File: src/encpf_pkg.sv
package encpf_pkg;

   // ----------------------------------------------------------------
   // Frame geometry
   // ----------------------------------------------------------------
   localparam int          POS_W         = 25;
   localparam int          CRC_W         = 5;
   localparam int          DAT_W         = 30;
   localparam int          VAL_W         = 21;
   localparam int          FRAME_W       = 103;
   localparam logic [6:0]  LEN_BASIC     = 7'h20;
   localparam logic [6:0]  LEN_EXT       = 7'h21;
   localparam logic [6:0]  LEN_DATUM     = 7'h23;
   localparam logic [6:0]  CRC_LEN_POS1  = 7'h1A;
   localparam logic [6:0]  CRC_LEN_POS2  = 7'h1B;
   localparam logic [6:0]  CRC_LEN_DAT   = 7'h1D;
   localparam logic [4:0]  CRC_POLY      = 5'h0B;
   localparam logic [4:0]  CRC_INIT      = 5'h1F;

   // ----------------------------------------------------------------
   // Receive positions, counted in falling edges after the first
   // ----------------------------------------------------------------
   localparam logic [6:0]  MODE_FIRST    = 7'h01;
   localparam logic [6:0]  MODE_LAST     = 7'h06;
   localparam logic [6:0]  RNG_LAST      = 7'h07;

   // ----------------------------------------------------------------
   // Timing
   // ----------------------------------------------------------------
   localparam int          CLK_PERIOD_NS = 10;
   localparam int          TCAL_NS       = 5000;
   localparam int          RECOV_LONG_NS = 10000;
   localparam int          RECOV_SHORT_NS = 1250;
   localparam int          ABORT_NS      = 30000;
   localparam logic [11:0] TCAL_CYC      = 12'(TCAL_NS / CLK_PERIOD_NS);
   localparam logic [11:0] RECOV_LONG_CYC =
      12'((RECOV_LONG_NS + CLK_PERIOD_NS - 1) / CLK_PERIOD_NS);
   localparam logic [11:0] RECOV_SHORT_CYC =
      12'((RECOV_SHORT_NS + CLK_PERIOD_NS - 1) / CLK_PERIOD_NS);
   localparam logic [11:0] ABORT_CYC     = 12'(ABORT_NS / CLK_PERIOD_NS);

   // ----------------------------------------------------------------
   // Mode commands: three bits then their redundant copy, inverted in MODE_POS to MODE_POSADD
   // ----------------------------------------------------------------
   localparam logic [5:0]  MODE_POS      = 6'h07;
   localparam logic [5:0]  MODE_AREA     = 6'h0E;
   localparam logic [5:0]  MODE_RXPAR    = 6'h1C;
   localparam logic [5:0]  MODE_TXPAR    = 6'h23;
   localparam logic [5:0]  MODE_RESET    = 6'h2A;
   localparam logic [5:0]  MODE_TXTEST   = 6'h15;
   localparam logic [5:0]  MODE_RXTEST   = 6'h31;
   localparam logic [5:0]  MODE_POSADD   = 6'h38;
   localparam logic [5:0]  MODE_POSSEL   = 6'h09;
   localparam logic [5:0]  MODE_POSRXP   = 6'h1B;
   localparam logic [5:0]  MODE_POSTXP   = 6'h24;
   localparam logic [5:0]  MODE_POSERR   = 6'h2D;
   localparam logic [5:0]  MODE_POSTST   = 6'h36;
   localparam logic [5:0]  MODE_COMM     = 6'h12;
   localparam logic [3:0]  CMD_NONE      = 4'h0;
   localparam logic [3:0]  CMD_EXT_FIRST = 4'h8;
   localparam logic [3:0]  CMD_SEL       = 4'h9;
   localparam logic [3:0]  CMD_EXT_LAST  = 4'hD;

   // ----------------------------------------------------------------
   // Memory range select codes
   // ----------------------------------------------------------------
   localparam logic [3:0]  RNG_SLOT1     = 4'h4;
   localparam logic [3:0]  RNG_SLOT2     = 4'h5;
   localparam logic [7:0]  RNG_DESELECT  = 8'h60;
   localparam logic [7:0]  RNG_TEMPA     = 8'h4C;
   localparam logic [7:0]  RNG_TEMPB     = 8'h4D;
   localparam logic [7:0]  RNG_ERR_SRC   = 8'h59;

   // ----------------------------------------------------------------
   // Register map
   // ----------------------------------------------------------------
   localparam logic [7:0]  REG_CTRL      = 8'h00;
   localparam logic [7:0]  REG_STATUS    = 8'h04;
   localparam logic [7:0]  REG_CAUSE     = 8'h08;
   localparam logic [7:0]  REG_SEL       = 8'h0C;
   localparam logic [7:0]  REG_FRAMES    = 8'h10;
   localparam logic [1:0]  CTRL_RESET    = 2'h0;
   localparam int          CTRL_SHORT    = 0;
   localparam int          CTRL_ABS      = 1;
   localparam int          CAUSE_FAULT1  = 0;
   localparam int          CAUSE_FAULT2  = 1;
   localparam int          CAUSE_MODE    = 2;
   localparam int          CAUSE_WARN    = 4;

   typedef enum logic [2:0] {
      ST_IDLE  = 3'b000,
      ST_MODE  = 3'b001,
      ST_RNG   = 3'b010,
      ST_CALC  = 3'b011,
      ST_SEND  = 3'b100,
      ST_RECOV = 3'b101
   } encpf_state_t;

endpackage

File: src/encpf_frame.sv
// Our own choices: the address-and-strobe port and the register addresses.
`timescale 1ns/100ps
// Function
// - First falling clock edge starts cycle, latches values
// - Start bit after position calculation time
// - Error bit one, error two for extended
// - Error two independent, sent inverted
// - Error flag set on fault, cause stored
// - Position word sent least significant bit first
// - Check field follows last position bit
// - Extended: datum one, datum two, each checked
// - Data low after recovery interval, two ranges
// - Datum 30 bits, first bit low
// - Datum check excludes first bit and check
// - Sixteen numbered contents per slot, number echoed
// - Selection applies from next commands 8 to 13
// - Selection stays until deselect or new selection
// - No datum selected after power-up
// - Selection command pattern is 001001
// - Codes 4C, 4D temperatures, 59 error source
// - Warning bit on tolerance limit, cause stored
// - Reference bit: run done, high if absolute
// - Mode bits redundant, corrupted command reported
// - Busy high while a request is processed
// - Datum number five bits, sent inside datum
module encpf_frame
   import encpf_pkg::*;
(
   input  wire logic              sys_clk,
   input  wire logic              arst_n,
   input  wire logic              linkClk,
   input  wire logic              dataIn,
   output logic                   dataOut,
   output logic                   dataOe,
   input  wire logic [POS_W-1:0]  posValue,
   input  wire logic              fault1,
   input  wire logic              fault2,
   input  wire logic [3:0]        warnCause,
   input  wire logic              refDoneIn,
   input  wire logic [15:0]       tempA,
   input  wire logic [15:0]       tempB,
   input  wire logic [7:0]        regAddr,
   input  wire logic [31:0]       regWrData,
   input  wire logic              regWrEn,
   input  wire logic              regRdEn,
   output logic [31:0]            regRdData
);

   // ----------------------------------------------------------------
   // Functions
   // ----------------------------------------------------------------
   function automatic logic [4:0] crc5(input logic [63:0] d, input logic [6:0] n);
      logic [4:0] c;
      logic       fb;
      c = CRC_INIT;
      for (int i = 0; i < 64; i++) begin
         if (7'(i) < n) begin
            fb = d[i] ^ c[4];
            c  = {c[3:0], 1'b0} ^ (fb ? CRC_POLY : 5'h00);
         end
      end
      return c;
   endfunction

   function automatic logic [3:0] modeDecode(input logic [5:0] m);
      logic [3:0] n;
      n = CMD_NONE;
      case (m)
         MODE_POS:    n = 4'h1;
         MODE_AREA:   n = 4'h2;
         MODE_RXPAR:  n = 4'h3;
         MODE_TXPAR:  n = 4'h4;
         MODE_RESET:  n = 4'h5;
         MODE_TXTEST: n = 4'h6;
         MODE_RXTEST: n = 4'h7;
         MODE_POSADD: n = 4'h8;
         MODE_POSSEL: n = 4'h9;
         MODE_POSRXP: n = 4'hA;
         MODE_POSTXP: n = 4'hB;
         MODE_POSERR: n = 4'hC;
         MODE_POSTST: n = 4'hD;
         MODE_COMM:   n = 4'hE;
         default:     n = CMD_NONE;
      endcase
      return n;
   endfunction

   function automatic logic isExt(input logic [3:0] c);
      return (c >= CMD_EXT_FIRST) && (c <= CMD_EXT_LAST);
   endfunction

   // Datum word plus its check field, first bit low
   function automatic logic [DAT_W+CRC_W-1:0] mkDatum(
      input logic [7:0]       code,
      input logic             tol,
      input logic             home,
      input logic             busy,
      input logic [VAL_W-1:0] val
   );
      logic [DAT_W-1:0] d;
      d = {val, code[4:0], busy, home, tol, 1'b0};
      return {crc5(64'(d[DAT_W-1:1]), CRC_LEN_DAT), d};
   endfunction

   // ----------------------------------------------------------------
   // Reset release and pin synchronisers
   // ----------------------------------------------------------------
   logic rstMeta_q;
   logic rstN_q;
   logic clkMeta_q;
   logic clkSync_q;
   logic clkPrev_q;
   logic datMeta_q;
   logic datSync_q;
   logic linkFall;
   logic linkRise;

   always_ff @(posedge sys_clk or negedge arst_n) begin
      if (!arst_n) begin
         rstMeta_q <= 1'b0;
         rstN_q    <= 1'b0;
      end else begin
         rstMeta_q <= 1'b1;
         rstN_q    <= rstMeta_q;
      end
   end

   always_ff @(posedge sys_clk or negedge rstN_q) begin
      if (!rstN_q) begin
         clkMeta_q <= 1'b1;
         clkSync_q <= 1'b1;
         clkPrev_q <= 1'b1;
         datMeta_q <= 1'b0;
         datSync_q <= 1'b0;
      end else begin
         clkMeta_q <= linkClk;
         clkSync_q <= clkMeta_q;
         clkPrev_q <= clkSync_q;
         datMeta_q <= dataIn;
         datSync_q <= datMeta_q;
      end
   end

   assign linkFall = clkPrev_q & ~clkSync_q;
   assign linkRise = ~clkPrev_q & clkSync_q;

   // ----------------------------------------------------------------
   // Registers and state
   // ----------------------------------------------------------------
   encpf_state_t         state_q;
   logic [6:0]           bitCnt_q;
   logic [11:0]          timer_q;
   logic [11:0]          highCnt_q;
   logic [5:0]           modeSh_q;
   logic [7:0]           rngSh_q;
   logic [3:0]           cmd_q;
   logic [5:0]           lastMode_q;
   logic                 calcDone_q;
   logic [FRAME_W-1:0]   txShift_q;
   logic [6:0]           txLeft_q;
   logic                 dataOut_q;
   logic [POS_W-1:0]     pos_q;
   logic                 fault1_q;
   logic                 fault2_q;
   logic [3:0]           warn_q;
   logic                 ref_q;
   logic                 modeErr_q;
   logic [1:0]           ctrl_q;
   logic [7:0]           cause_q;
   logic [7:0]           selPend_q;
   logic                 pendValid_q;
   logic [7:0]           sel1_q;
   logic [7:0]           sel2_q;
   logic                 act1_q;
   logic                 act2_q;
   logic [7:0]           lastRng_q;
   logic [15:0]          frames_q;
   logic [31:0]          rdData_q;

   logic                 startPulse;
   logic                 modeDone;
   logic [5:0]           modeWord;
   logic [3:0]           cmdNext;
   logic                 rngDone;
   logic                 abortFrame;
   logic [11:0]          recovCyc;

   assign startPulse = (state_q == ST_IDLE) && linkFall;
   assign modeWord   = {modeSh_q[4:0], datSync_q};
   assign modeDone   = (state_q == ST_MODE) && linkFall && (bitCnt_q == MODE_LAST);
   assign cmdNext    = modeDecode(modeWord);
   assign rngDone    = (state_q == ST_RNG) && linkFall && (bitCnt_q == RNG_LAST);
   assign abortFrame = (state_q != ST_IDLE) && (state_q != ST_RECOV)
                       && (highCnt_q == ABORT_CYC);
   assign recovCyc   = (ctrl_q[CTRL_SHORT] && isExt(cmd_q)) ? RECOV_SHORT_CYC
                                                            : RECOV_LONG_CYC;

   // ----------------------------------------------------------------
   // Frame contents
   // ----------------------------------------------------------------
   logic                       err1;
   logic                       err2;
   logic                       tolBit;
   logic                       refBit;
   logic [DAT_W+CRC_W-1:0]     dat1;
   logic [DAT_W+CRC_W-1:0]     dat2;
   logic [FRAME_W-1:0]         frame;
   logic [6:0]                 frameLen;

   function automatic logic [VAL_W-1:0] datumValue(input logic [7:0] code,
                                                   input logic [15:0] ta,
                                                   input logic [15:0] tb,
                                                   input logic [7:0] cause);
      logic [VAL_W-1:0] v;
      v = VAL_W'(code);
      if (code == RNG_TEMPA) begin
         v = VAL_W'(ta);
      end else if (code == RNG_TEMPB) begin
         v = VAL_W'(tb);
      end else if (code == RNG_ERR_SRC) begin
         v = VAL_W'(cause);
      end
      return v;
   endfunction

   assign err1   = fault1_q | modeErr_q;
   assign err2   = ~fault2_q;
   assign tolBit = |warn_q;
   assign refBit = ctrl_q[CTRL_ABS] | ref_q;
   assign dat1   = mkDatum(sel1_q, tolBit, refBit, pendValid_q,
                           datumValue(sel1_q, tempA, tempB, cause_q));
   assign dat2   = mkDatum(sel2_q, tolBit, refBit, pendValid_q,
                           datumValue(sel2_q, tempA, tempB, cause_q));

   always_comb begin
      frame    = '0;
      frameLen = LEN_BASIC;
      if (isExt(cmd_q)) begin
         frame = {(act1_q ? dat2 : '0),
                  (act1_q ? dat1 : dat2),
                  crc5(64'({pos_q, err2, err1}), CRC_LEN_POS2),
                  pos_q, err2, err1, 1'b1};
         if (act1_q && act2_q) begin
            frameLen = 7'(LEN_EXT + LEN_DATUM + LEN_DATUM);
         end else if (act1_q || act2_q) begin
            frameLen = 7'(LEN_EXT + LEN_DATUM);
         end else begin
            frameLen = LEN_EXT;
         end
      end else begin
         frame = FRAME_W'({crc5(64'({pos_q, err1}), CRC_LEN_POS1),
                           pos_q, err1, 1'b1});
      end
   end

   // ----------------------------------------------------------------
   // Link sequencer
   // ----------------------------------------------------------------
   always_ff @(posedge sys_clk or negedge rstN_q) begin
      if (!rstN_q) begin
         state_q    <= ST_IDLE;
         bitCnt_q   <= '0;
         timer_q    <= '0;
         modeSh_q   <= '0;
         rngSh_q    <= '0;
         cmd_q      <= CMD_NONE;
         calcDone_q <= 1'b0;
         txShift_q  <= '0;
         txLeft_q   <= '0;
         dataOut_q  <= 1'b0;
      end else if (abortFrame) begin
         state_q <= ST_RECOV;
         timer_q <= '0;
      end else begin
         case (state_q)
            ST_IDLE: begin
               dataOut_q <= 1'b0;
               if (linkFall) begin
                  state_q  <= ST_MODE;
                  bitCnt_q <= '0;
               end
            end
            ST_MODE: begin
               if (linkFall) begin
                  bitCnt_q <= bitCnt_q + 7'h01;
                  if (bitCnt_q >= MODE_FIRST) begin
                     modeSh_q <= modeWord;
                  end
                  if (modeDone) begin
                     cmd_q    <= cmdNext;
                     bitCnt_q <= '0;
                     timer_q  <= '0;
                     if (cmdNext == CMD_SEL) begin
                        state_q <= ST_RNG;
                     end else begin
                        state_q    <= ST_CALC;
                        calcDone_q <= 1'b0;
                     end
                  end
               end
            end
            ST_RNG: begin
               if (linkFall) begin
                  bitCnt_q <= bitCnt_q + 7'h01;
                  rngSh_q  <= {rngSh_q[6:0], datSync_q};
                  if (rngDone) begin
                     state_q    <= ST_CALC;
                     timer_q    <= '0;
                     calcDone_q <= 1'b0;
                  end
               end
            end
            ST_CALC: begin
               if (timer_q == TCAL_CYC) begin
                  calcDone_q <= 1'b1;
               end else begin
                  timer_q <= timer_q + 12'h001;
               end
               if (calcDone_q && linkRise) begin
                  state_q   <= ST_SEND;
                  dataOut_q <= frame[0];
                  txShift_q <= frame >> 1;
                  txLeft_q  <= frameLen - 7'h01;
               end
            end
            ST_SEND: begin
               if (linkRise) begin
                  if (txLeft_q == 7'h00) begin
                     state_q   <= ST_RECOV;
                     dataOut_q <= 1'b1;
                     timer_q   <= '0;
                  end else begin
                     dataOut_q <= txShift_q[0];
                     txShift_q <= txShift_q >> 1;
                     txLeft_q  <= txLeft_q - 7'h01;
                  end
               end
            end
            ST_RECOV: begin
               dataOut_q <= 1'b1;
               if (!clkSync_q) begin
                  timer_q <= '0;
               end else if (timer_q >= recovCyc) begin
                  state_q   <= ST_IDLE;
                  dataOut_q <= 1'b0;
               end else begin
                  timer_q <= timer_q + 12'h001;
               end
            end
            default: begin
               state_q <= ST_IDLE;
            end
         endcase
      end
   end

   // Clock-high watchdog for a master that stops mid-frame
   always_ff @(posedge sys_clk or negedge rstN_q) begin
      if (!rstN_q) begin
         highCnt_q <= '0;
      end else if (!clkSync_q || state_q == ST_IDLE) begin
         highCnt_q <= '0;
      end else if (highCnt_q != ABORT_CYC) begin
         highCnt_q <= highCnt_q + 12'h001;
      end
   end

   // ----------------------------------------------------------------
   // Measured value latch
   // ----------------------------------------------------------------
   always_ff @(posedge sys_clk or negedge rstN_q) begin
      if (!rstN_q) begin
         pos_q    <= '0;
         fault1_q <= 1'b0;
         fault2_q <= 1'b0;
         warn_q   <= '0;
         ref_q    <= 1'b0;
      end else if (startPulse) begin
         pos_q    <= posValue;
         fault1_q <= fault1;
         fault2_q <= fault2;
         warn_q   <= warnCause;
         ref_q    <= refDoneIn;
      end
   end

   always_ff @(posedge sys_clk or negedge rstN_q) begin
      if (!rstN_q) begin
         modeErr_q  <= 1'b0;
         lastMode_q <= '0;
      end else if (modeDone) begin
         modeErr_q  <= (cmdNext == CMD_NONE);
         lastMode_q <= modeWord;
      end
   end

   // ----------------------------------------------------------------
   // Additional data selection
   // ----------------------------------------------------------------
   always_ff @(posedge sys_clk or negedge rstN_q) begin
      if (!rstN_q) begin
         selPend_q   <= '0;
         pendValid_q <= 1'b0;
         lastRng_q   <= '0;
      end else if (rngDone) begin
         selPend_q   <= {rngSh_q[6:0], datSync_q};
         lastRng_q   <= {rngSh_q[6:0], datSync_q};
         pendValid_q <= 1'b1;
      end else if (modeDone && isExt(cmdNext)) begin
         pendValid_q <= 1'b0;
      end
   end

   always_ff @(posedge sys_clk or negedge rstN_q) begin
      if (!rstN_q) begin
         act1_q <= 1'b0;
         act2_q <= 1'b0;
         sel1_q <= '0;
         sel2_q <= '0;
      end else if (modeDone && isExt(cmdNext) && pendValid_q) begin
         if (selPend_q == RNG_DESELECT) begin
            act1_q <= 1'b0;
            act2_q <= 1'b0;
         end else if (selPend_q[7:4] == RNG_SLOT1) begin
            act1_q <= 1'b1;
            sel1_q <= selPend_q;
         end else if (selPend_q[7:4] == RNG_SLOT2) begin
            act2_q <= 1'b1;
            sel2_q <= selPend_q;
         end
      end
   end

   // ----------------------------------------------------------------
   // Register port
   // ----------------------------------------------------------------
   logic [7:0] causeSet;

   assign causeSet = startPulse ? {warnCause, 1'b0, 1'b0, fault2, fault1}
                                : {4'h0, 1'b0, modeDone && (cmdNext == CMD_NONE),
                                   2'b00};

   always_ff @(posedge sys_clk or negedge rstN_q) begin
      if (!rstN_q) begin
         ctrl_q <= CTRL_RESET;
      end else if (regWrEn && regAddr == REG_CTRL) begin
         ctrl_q <= regWrData[1:0];
      end
   end

   always_ff @(posedge sys_clk or negedge rstN_q) begin
      if (!rstN_q) begin
         cause_q <= '0;
      end else if (regWrEn && regAddr == REG_CAUSE) begin
         cause_q <= (cause_q & ~regWrData[7:0]) | causeSet;
      end else begin
         cause_q <= cause_q | causeSet;
      end
   end

   always_ff @(posedge sys_clk or negedge rstN_q) begin
      if (!rstN_q) begin
         frames_q <= '0;
      end else if (startPulse) begin
         frames_q <= frames_q + 16'h0001;
      end
   end

   always_ff @(posedge sys_clk or negedge rstN_q) begin
      if (!rstN_q) begin
         rdData_q <= '0;
      end else if (!regRdEn) begin
         rdData_q <= '0;
      end else if (regAddr == REG_CTRL) begin
         rdData_q <= {30'h0, ctrl_q};
      end else if (regAddr == REG_STATUS) begin
         rdData_q <= {4'h0, cmd_q, 2'b00, lastMode_q, lastRng_q,
                      1'b0, state_q, act2_q, act1_q, 1'b0, pendValid_q};
      end else if (regAddr == REG_CAUSE) begin
         rdData_q <= {24'h0, cause_q};
      end else if (regAddr == REG_SEL) begin
         rdData_q <= {16'h0, sel2_q, sel1_q};
      end else if (regAddr == REG_FRAMES) begin
         rdData_q <= {16'h0, frames_q};
      end else begin
         rdData_q <= '0;
      end
   end

   // ----------------------------------------------------------------
   // Outputs
   // ----------------------------------------------------------------
   assign dataOut   = dataOut_q;
   assign dataOe    = (state_q != ST_MODE) && (state_q != ST_RNG);
   assign regRdData = rdData_q;

endmodule

File: config.mk
export PLATFORM = sky130hd
export DESIGN_NAME = encpf_frame
export DESIGN_NICKNAME = d
export VERILOG_FILES = /design/src/encpf_pkg.sv /design/src/encpf_frame.sv
export SDC_FILE = /design/constraint.sdc
export NUM_CORES = 1
export LEC_CHECK = 0
export BUFFER_PORTS_ARGS = -buffer_cell sky130_fd_sc_hd__buf_4
export CAP_MARGIN = 5
export CORE_UTILIZATION = 61
export DETAILED_ROUTE_END_ITERATION = 8
export PLACE_DENSITY = 0.81
export SLEW_MARGIN = 30
export SYNTH_ARGS = -nofsm -noshare
export SYNTH_HDL_FRONTEND = slang
export SYNTH_SLANG_ARGS = --single-unit
export TNS_END_PERCENT = 50
File: constraint.sdc
create_clock -name sys_clk -period 10.25 [get_ports sys_clk]
set_clock_uncertainty 0.15 [all_clocks]
set_input_delay 2.05 -clock sys_clk [delete_from_list [all_inputs] [get_ports sys_clk]]
set_output_delay 2.05 -clock sys_clk [all_outputs]
set_load 0.02 [all_outputs]
# After elaboration in Yosys (flattened, before gate mapping)
# Memories as Yosys holds them, arrays and structs flattened.
# Index checks and enable logic that the tools add are counted.
[op_classes]
addsub = 6
mul = 0
n_div = 0
order_cmp = 6
n_eq_ne = 50
n_shift = 0
n_mux = 238
n_bitwise = 226
n_reduce_logical = 49
[op_table]
columns = ["operator", "n"]
rows = [
  ["bitwise XOR 5 x 4 -> 5 bit", 105],
  ["two-way mux 4 bit", 107],
  ["two-way mux 103 bit", 4],
  ["two-way mux 5 bit", 51],
  ["case mux 103 bit (2 select lines)", 1],
  ["two-way mux 12 bit", 12],
  ["two-way mux 32 bit", 4],
  ["two-way mux 16 bit", 6],
  ["bitwise XOR 1 bit", 95],
  ["two-way mux 35 bit", 2],
  ["two-way mux 7 bit", 10],
  ["case mux 12 bit (5 select lines)", 1],
  ["== test 8 x 7 -> 1 bit, second input constant", 7],
  ["!= test 3 bit, second input constant", 12],
  ["two-way mux 3 bit", 11],
  ["two-way mux 8 bit", 4],
  ["adder 12 x 1 -> 12 bit, second input constant", 2],
  ["!= test 2 bit, second input constant", 11],
  ["case mux 7 bit (3 select lines)", 1],
  ["two-way mux 1 bit", 19],
  ["logical AND 1 bit", 18],
  ["case mux 3 bit (6 select lines)", 1],
  ["adder 16 x 1 -> 16 bit, second input constant", 1],
  ["== test 8 x 4 -> 1 bit, second input constant", 2],
  ["other kinds (50)", 88],
]
[word_totals]
ff_bits = 293
latchBits = 0
ram_bits = 0
romBits = 256
input_bits = 110
out_inout_bits = 34
wordCells = 611
mem_count = 1
[mem_list]
columns = ["memory", "depth", "width", "read_ports", "rd_clocked_by_memory_dff", "wr", "line", "text"]
rows = [
  ["(name not given)", 64, 4, 1, 0, 0, "encpf_frame.sv:68", "case (m)"],
]

# Depth between registers and ports, before layout
[logic_depth]
word_depth = 110
mapped_depth = 17
depth_no_buf = 14

# Worst setup path after synthesis
# OpenSTA, ideal clock, no wires.
[synth_path]
path_kind = "input-to-reg"
startpoint = "input port tempB[5]"
endpoint = "register txShift_q[63]"
setup_ns = 0.080
t_arrival_ns = 4.563
required_time_ns = 10.020
slack_ns = 5.456
stages = 9
n_path_buf = 0
path_cell_list = "mux2i_1 and3_2 o31ai_4 xor3_1 xnor3_2 xnor2_2 xnor3_1 or4_4 o211ai_2"
[synth_between]
elab_chain_len = 38
word_cells_on_any_way = 96
classes_between = "mux (36); bitwise (60)"
[synth_lines]
columns = ["element", "line", "text"]
rows = [
  ["from (decl)", "encpf_frame.sv:41", "input wire logic [15:0] tempB,"],
  ["two-way mux 16 bit", "encpf_frame.sv:218", "end else if (code == RNG_TEMPB) begin"],
  ["two-way mux 16 bit", "encpf_frame.sv:216", "if (code == RNG_TEMPA) begin"],
  ["bitwise XOR 1 bit", "encpf_frame.sv:58", "fb = d[i] ^ c[4];"],
  ["two-way mux 4 bit", "encpf_frame.sv:59", "c = {c[3:0], 1'b0} ^ (fb ? CRC_POLY : 5'h00);"],
  ["bitwise XOR 5 x 4 -> 5 bit (2 in a row)", "encpf_frame.sv:59", ""],
  ["bitwise XOR 1 bit", "encpf_frame.sv:58", ""],
  ["two-way mux 4 bit", "encpf_frame.sv:59", ""],
  ["bitwise XOR 5 x 4 -> 5 bit (2 in a row)", "encpf_frame.sv:59", ""],
  ["[18 not listed]", "--", ""],
  ["bitwise XOR 5 x 4 -> 5 bit (2 in a row)", "encpf_frame.sv:59", ""],
  ["bitwise XOR 1 bit", "encpf_frame.sv:58", ""],
  ["two-way mux 4 bit", "encpf_frame.sv:59", ""],
  ["bitwise XOR 5 x 4 -> 5 bit (2 in a row)", "encpf_frame.sv:59", ""],
  ["two-way mux 35 bit (*)", "encpf_frame.sv:240", "(act1_q ? dat1 : dat2),"],
  ["two-way mux 103 bit (*)", "encpf_frame.sv:238", "if (isExt(cmd_q)) begin"],
  ["two-way mux 103 bit (*)", "encpf_frame.sv:319", "if (calcDone_q && linkRise) begin"],
  ["case mux 103 bit (2 select lines) (*)", "encpf_frame.sv:275", "case (state_q)"],
  ["to (signal assigned)", "encpf_frame.sv:322", "txShift_q <= frame >> 1;"],
  ["to (signal assigned)", "encpf_frame.sv:334", "txShift_q <= txShift_q >> 1;"],
  ["to (decl)", "encpf_frame.sv:159", "logic [FRAME_W-1:0] txShift_q;"],
]
# Mark *: on every way between the ends. The rest lies on a longest branch, timed or not. The select of a mux whose other input is x is not followed.
# A chain may end at the register's enable or synchronous reset.

# Worst setup path in the final report
[layout_path]
startpoint = "register state_q[2]"
endpoint = "register txShift_q[65]"
[layout_between]
elab_chain_len = 5
word_cells_on_any_way = 13
classes_between = "eq/ne (6); mux (1); bitwise (1); reduce/logical (5)"
[layout_lines]
columns = ["element", "line", "text"]
rows = [
  ["from (decl)", "encpf_frame.sv:150", "encpf_state_t state_q;"],
  ["from (signal assigned)", "encpf_frame.sv:261", "state_q <= ST_IDLE;"],
  ["from (signal assigned)", "encpf_frame.sv:272", "state_q <= ST_RECOV;"],
  ["from (signal assigned)", "encpf_frame.sv:279", "state_q <= ST_MODE;"],
  ["!= test 3 bit / nonzero test 3 bit (equally long branches)", "encpf_frame.sv:193", "assign abortFrame = (state_q != ST_IDLE) && (state_q != ST_RECOV)"],
  ["logical AND 1 bit", "encpf_frame.sv:193", ""],
  ["logical AND 1 bit", "encpf_frame.sv:194", "&& (highCnt_q == ABORT_CYC);"],
  ["inverter 1 bit (no line)", "--", ""],
  ["AND reduction 5 bit (no line)", "--", ""],
]
# Several ways; a longest one is shown, not always the timed one.

==> impl_metrics.tcl <==
set metrics [dict create \
    drtIter0Drc 1559 \
    cts-buffers-inserted 31 \
    max_freq_ghz 0.207 \
    yosys.area_share.simple_pct 19.3 \
    start_util_pct 62.6 \
    drive_above_1_share_pct 15.2 \
    powerDensity_nw_per_um2 381 \
    cp_max_fo 93 \
    synth-adder-area-share_pct 1.29 \
    hold_viol 0 \
    syn_to_final_growth_pct 12.2 \
    grt_pass1_vias 13200 \
    total_power_mw 7.02 \
    dp_hpwl_mm 27.9 \
    cp_num_buf_inv 4 \
    hp-class "flip-flop to flip-flop" \
    die_w_um 166 \
    max-cap-violations 0 \
    dr.pass1.iters 9 \
    end_kind "flip-flop" \
    synth_top_family_by_area "simple AND/OR/NAND/NOR gates" \
    routed_wl_mm 41.0 \
    grt_max_degree 112 \
    pre_cts_ws_ns 5.10 \
    synth_xor_area_share_pct 11.9 \
    cts_tree "built" \
    ir_drop_mv 0.746 \
    slew_violations 0 \
    leakage_nw 8.55 \
    io_pins 144 \
    finalCritPeriodShare_pct 47.1 \
    std_cell_rows 59 \
    ctsRootBufferMaster "clkbuf_16" \
    synth.distinct_cells 90 \
    hold_start "datMeta_q$_DFF_PN0_" \
    grt_pass1_wl_mm 68.0 \
    antenna_found_initial 0 \
    synthMuxAreaShare_pct 4.98 \
    min_period_ns 4.82 \
    cts.sinks 286 \
    cp-start-kind "flip-flop" \
    fin_tns_setup_ns 0 \
    startpoint "state_q[2]$_DFFE_PN0P_" \
    worstMarginPinSlew_ns 1.05 \
    setup_violations 0 \
    post-cts-setup-buffers 0 \
    ys_warn_count 0 \
    ys_ff_latch 286 \
    crit_required_ns 10.60 \
    path_common_cell "buf_4" \
    synth_compound_area_share_pct 15.0 \
    avgSynthCellArea_um2 9.22 \
    final_cells 2192 \
    htreeDepth 1 \
    place_congestion 0.921 \
    crit_family "buffers and inverters" \
    synth_flop_cell "dfrtp_1" \
    core_area_um2 26300 \
    fin_ws_ns 5.43 \
    rsz0062_at_grt "false" \
    worstPathArrival_ns 5.17 \
    cp_cell_sequence "inv_1, nor3_2, buf_4, buf_4, nand2_1, nand2_1, nand3_4, buf_4, or4_1, nand3_1" \
    drc 4 \
    overflow 0 \
    netlist_area_um2 16400 \
    async_flop_share_pct 100 \
    n_antenna_cell 0 \
    grt_usage_pct 30.1 \
    synth-edff-count 0 \
    die-area_um2 27600 \
    ctsResizeCount 0 \
    synth_seq_area_share_pct 43.5 \
    r2r_start "state_q[2]$_DFFE_PN0P_" \
    placed_cells 2135 \
    violations "DRC" \
    fin_nets 1960 \
    fp.dieH_um 166 \
    syn_inst 1783 \
    ant_nets 0 \
    cts_hold_buf 0 \
    status "finished, violations left" \
    clkSlewWorstSetupHoldPaths_ns 0.06 \
    critical_path.slowest_cell "buf_4" \
    cts.path.max_buffers 3 \
    crit_type "flip-flop to flip-flop" \
    portBuffers 113 \
    cpPeakStageDelay_ns 0.78 \
    worst_slew_margin_rel_pct 29.8 \
    viasPerCell 6.15 \
    clk_latency_ns 0.56 \
    detail_route.wl_per_cell_um 18.7 \
    vias 13500 \
]
==> sequential cells by signal (all words and copies together) (netlist names), 2 cells and up <==
name / count
sel1_q: 8
ctrl_q: 2
bitCnt_q: 7
warn_q: 4
lastMode_q: 6
timer_q: 12
txShift_q: 102
pos_q: 25
highCnt_q: 12
cause_q: 8
cmd_q: 4
lastRng_q: 8
state_q: 3
txLeft_q: 7
sel2_q: 8
modeSh_q: 5
frames_q: 16
rngSh_q: 7
regRdData: 26
==> cell families (layout without fill, tap and decap cells) <==
kind of cell,Yosys count,in the layout
adder cells (fa/ha/maj),17,17
flip-flops,286,286
AO/OA/AOI/OAI,383,383
multiplexers,75,75
buffers and inverters,149,218
other,2,7
AND/OR/NAND/NOR,703,703
XOR/XNOR,168,168
==> placed cells by master (no fill, tap or decap), drive strengths merged, types with 19 or more instances in the layout <==
cell type / n
nand2: 335
nor2: 167
xor2: 39
inv: 26
mux2i: 21
nor2b: 19
nand3: 50
nor3: 22
buf: 135
xnor3: 26
mux2: 54
a21oi: 107
and3: 31
a221oi: 38
nand2b: 20
clkbuf: 42
dfrtp: 283
xnor2: 97
o21ai: 106
==> Yosys cell counts (all sizes together) (5+ instances only) <==
master / number / area, um2
xor3: 6 / 143
dfrtp: 283 / 7080
or2: 6 / 37.5
nand3: 50 / 250
nand2: 335 / 1260
ha: 17 / 213
mux2i: 21 / 210
buf: 20 / 128
a31oi: 9 / 56.3
nand4: 5 / 31.3
a222oi: 9 / 90.1
o32ai: 8 / 70.1
xnor2: 97 / 880
o21ai: 106 / 531
a221oi: 38 / 333
nor4: 7 / 58.8
and3: 31 / 195
a21oi: 107 / 536
inv: 25 / 93.8
o211ai: 5 / 42.5
nor2: 167 / 627
o221ai: 8 / 70.1
nor2b: 19 / 119
xor2: 39 / 342
clkbuf: 102 / 413
o22ai: 11 / 68.8
mux2: 54 / 608
a22oi: 16 / 120
nor3b: 7 / 63.8
a211oi: 10 / 75.1
a22o: 7 / 61.3
nand2b: 20 / 125
and2: 8 / 50.1
o31ai: 16 / 134
xnor3: 26 / 587
nor3: 22 / 110
==> metrics by stage <==
step | utilization [%] | instance area [um2] | hold slack, ns
after floorplan | - | 16500 | 0.181
after global placement | 66.1 | 17400 | 0.185
after detailed placement | 66.3 | 17400 | 0.186
after CTS | 70.2 | 18400 | 0.199
after global routing | 70.2 | 18400 | 0.208
final | 70.2 | 18400 | 0.198
==> metal layers <==
layer  share of wire [%]  GRT usage [%]  wire, um  up-vias
li1                    -              -         -     6297
met1                  43           41.2     17500     6547
met2                  47           49.4     19400      547
met3                 6.7           4.22      2740       98
met4                 3.3           10.4      1340        0
met5                   0              0         0        -
==> final timing paths <==
kind | slack [ns] | to | cells after the start
worst min register to register | 0.20 | datSync_q$_DFF_PN0_ | 0
min in group asynchronous | 0.23 | datMeta_q$_DFF_PN0_ | 1
worst max register to register | 5.43 | txShift_q[65]$_DFFE_PN0P_ | 10
worst max-delay path | 5.43 | txShift_q[65]$_DFFE_PN0P_ | 10
worst min-delay path | 0.20 | datSync_q$_DFF_PN0_ | 0
max in group asynchronous | 8.62 | txShift_q[93]$_DFFE_PN0P_ | 3
==> where the power goes <==
part | switching (mW) | leakage, nW | internal [mW]
clock | 0.455 | 0.503 | 0.647
sequential | 0.270 | 3.65 | 1.34
combinational | 1.96 | 4.40 | 2.35
total | 2.69 | 8.55 | 4.34
==> final cells by class <==
class	count	area [um2]
Fill cell	2000	7830
Inverter	26	97.6
Multi-Input combinational cell	1353	8690
Clock buffer	42	877
Timing Repair Buffer	135	1070
Sequential cell	286	7160
Clock inverter	15	134
Tap cell	335	419
Power figures use the tool's default switching activity.
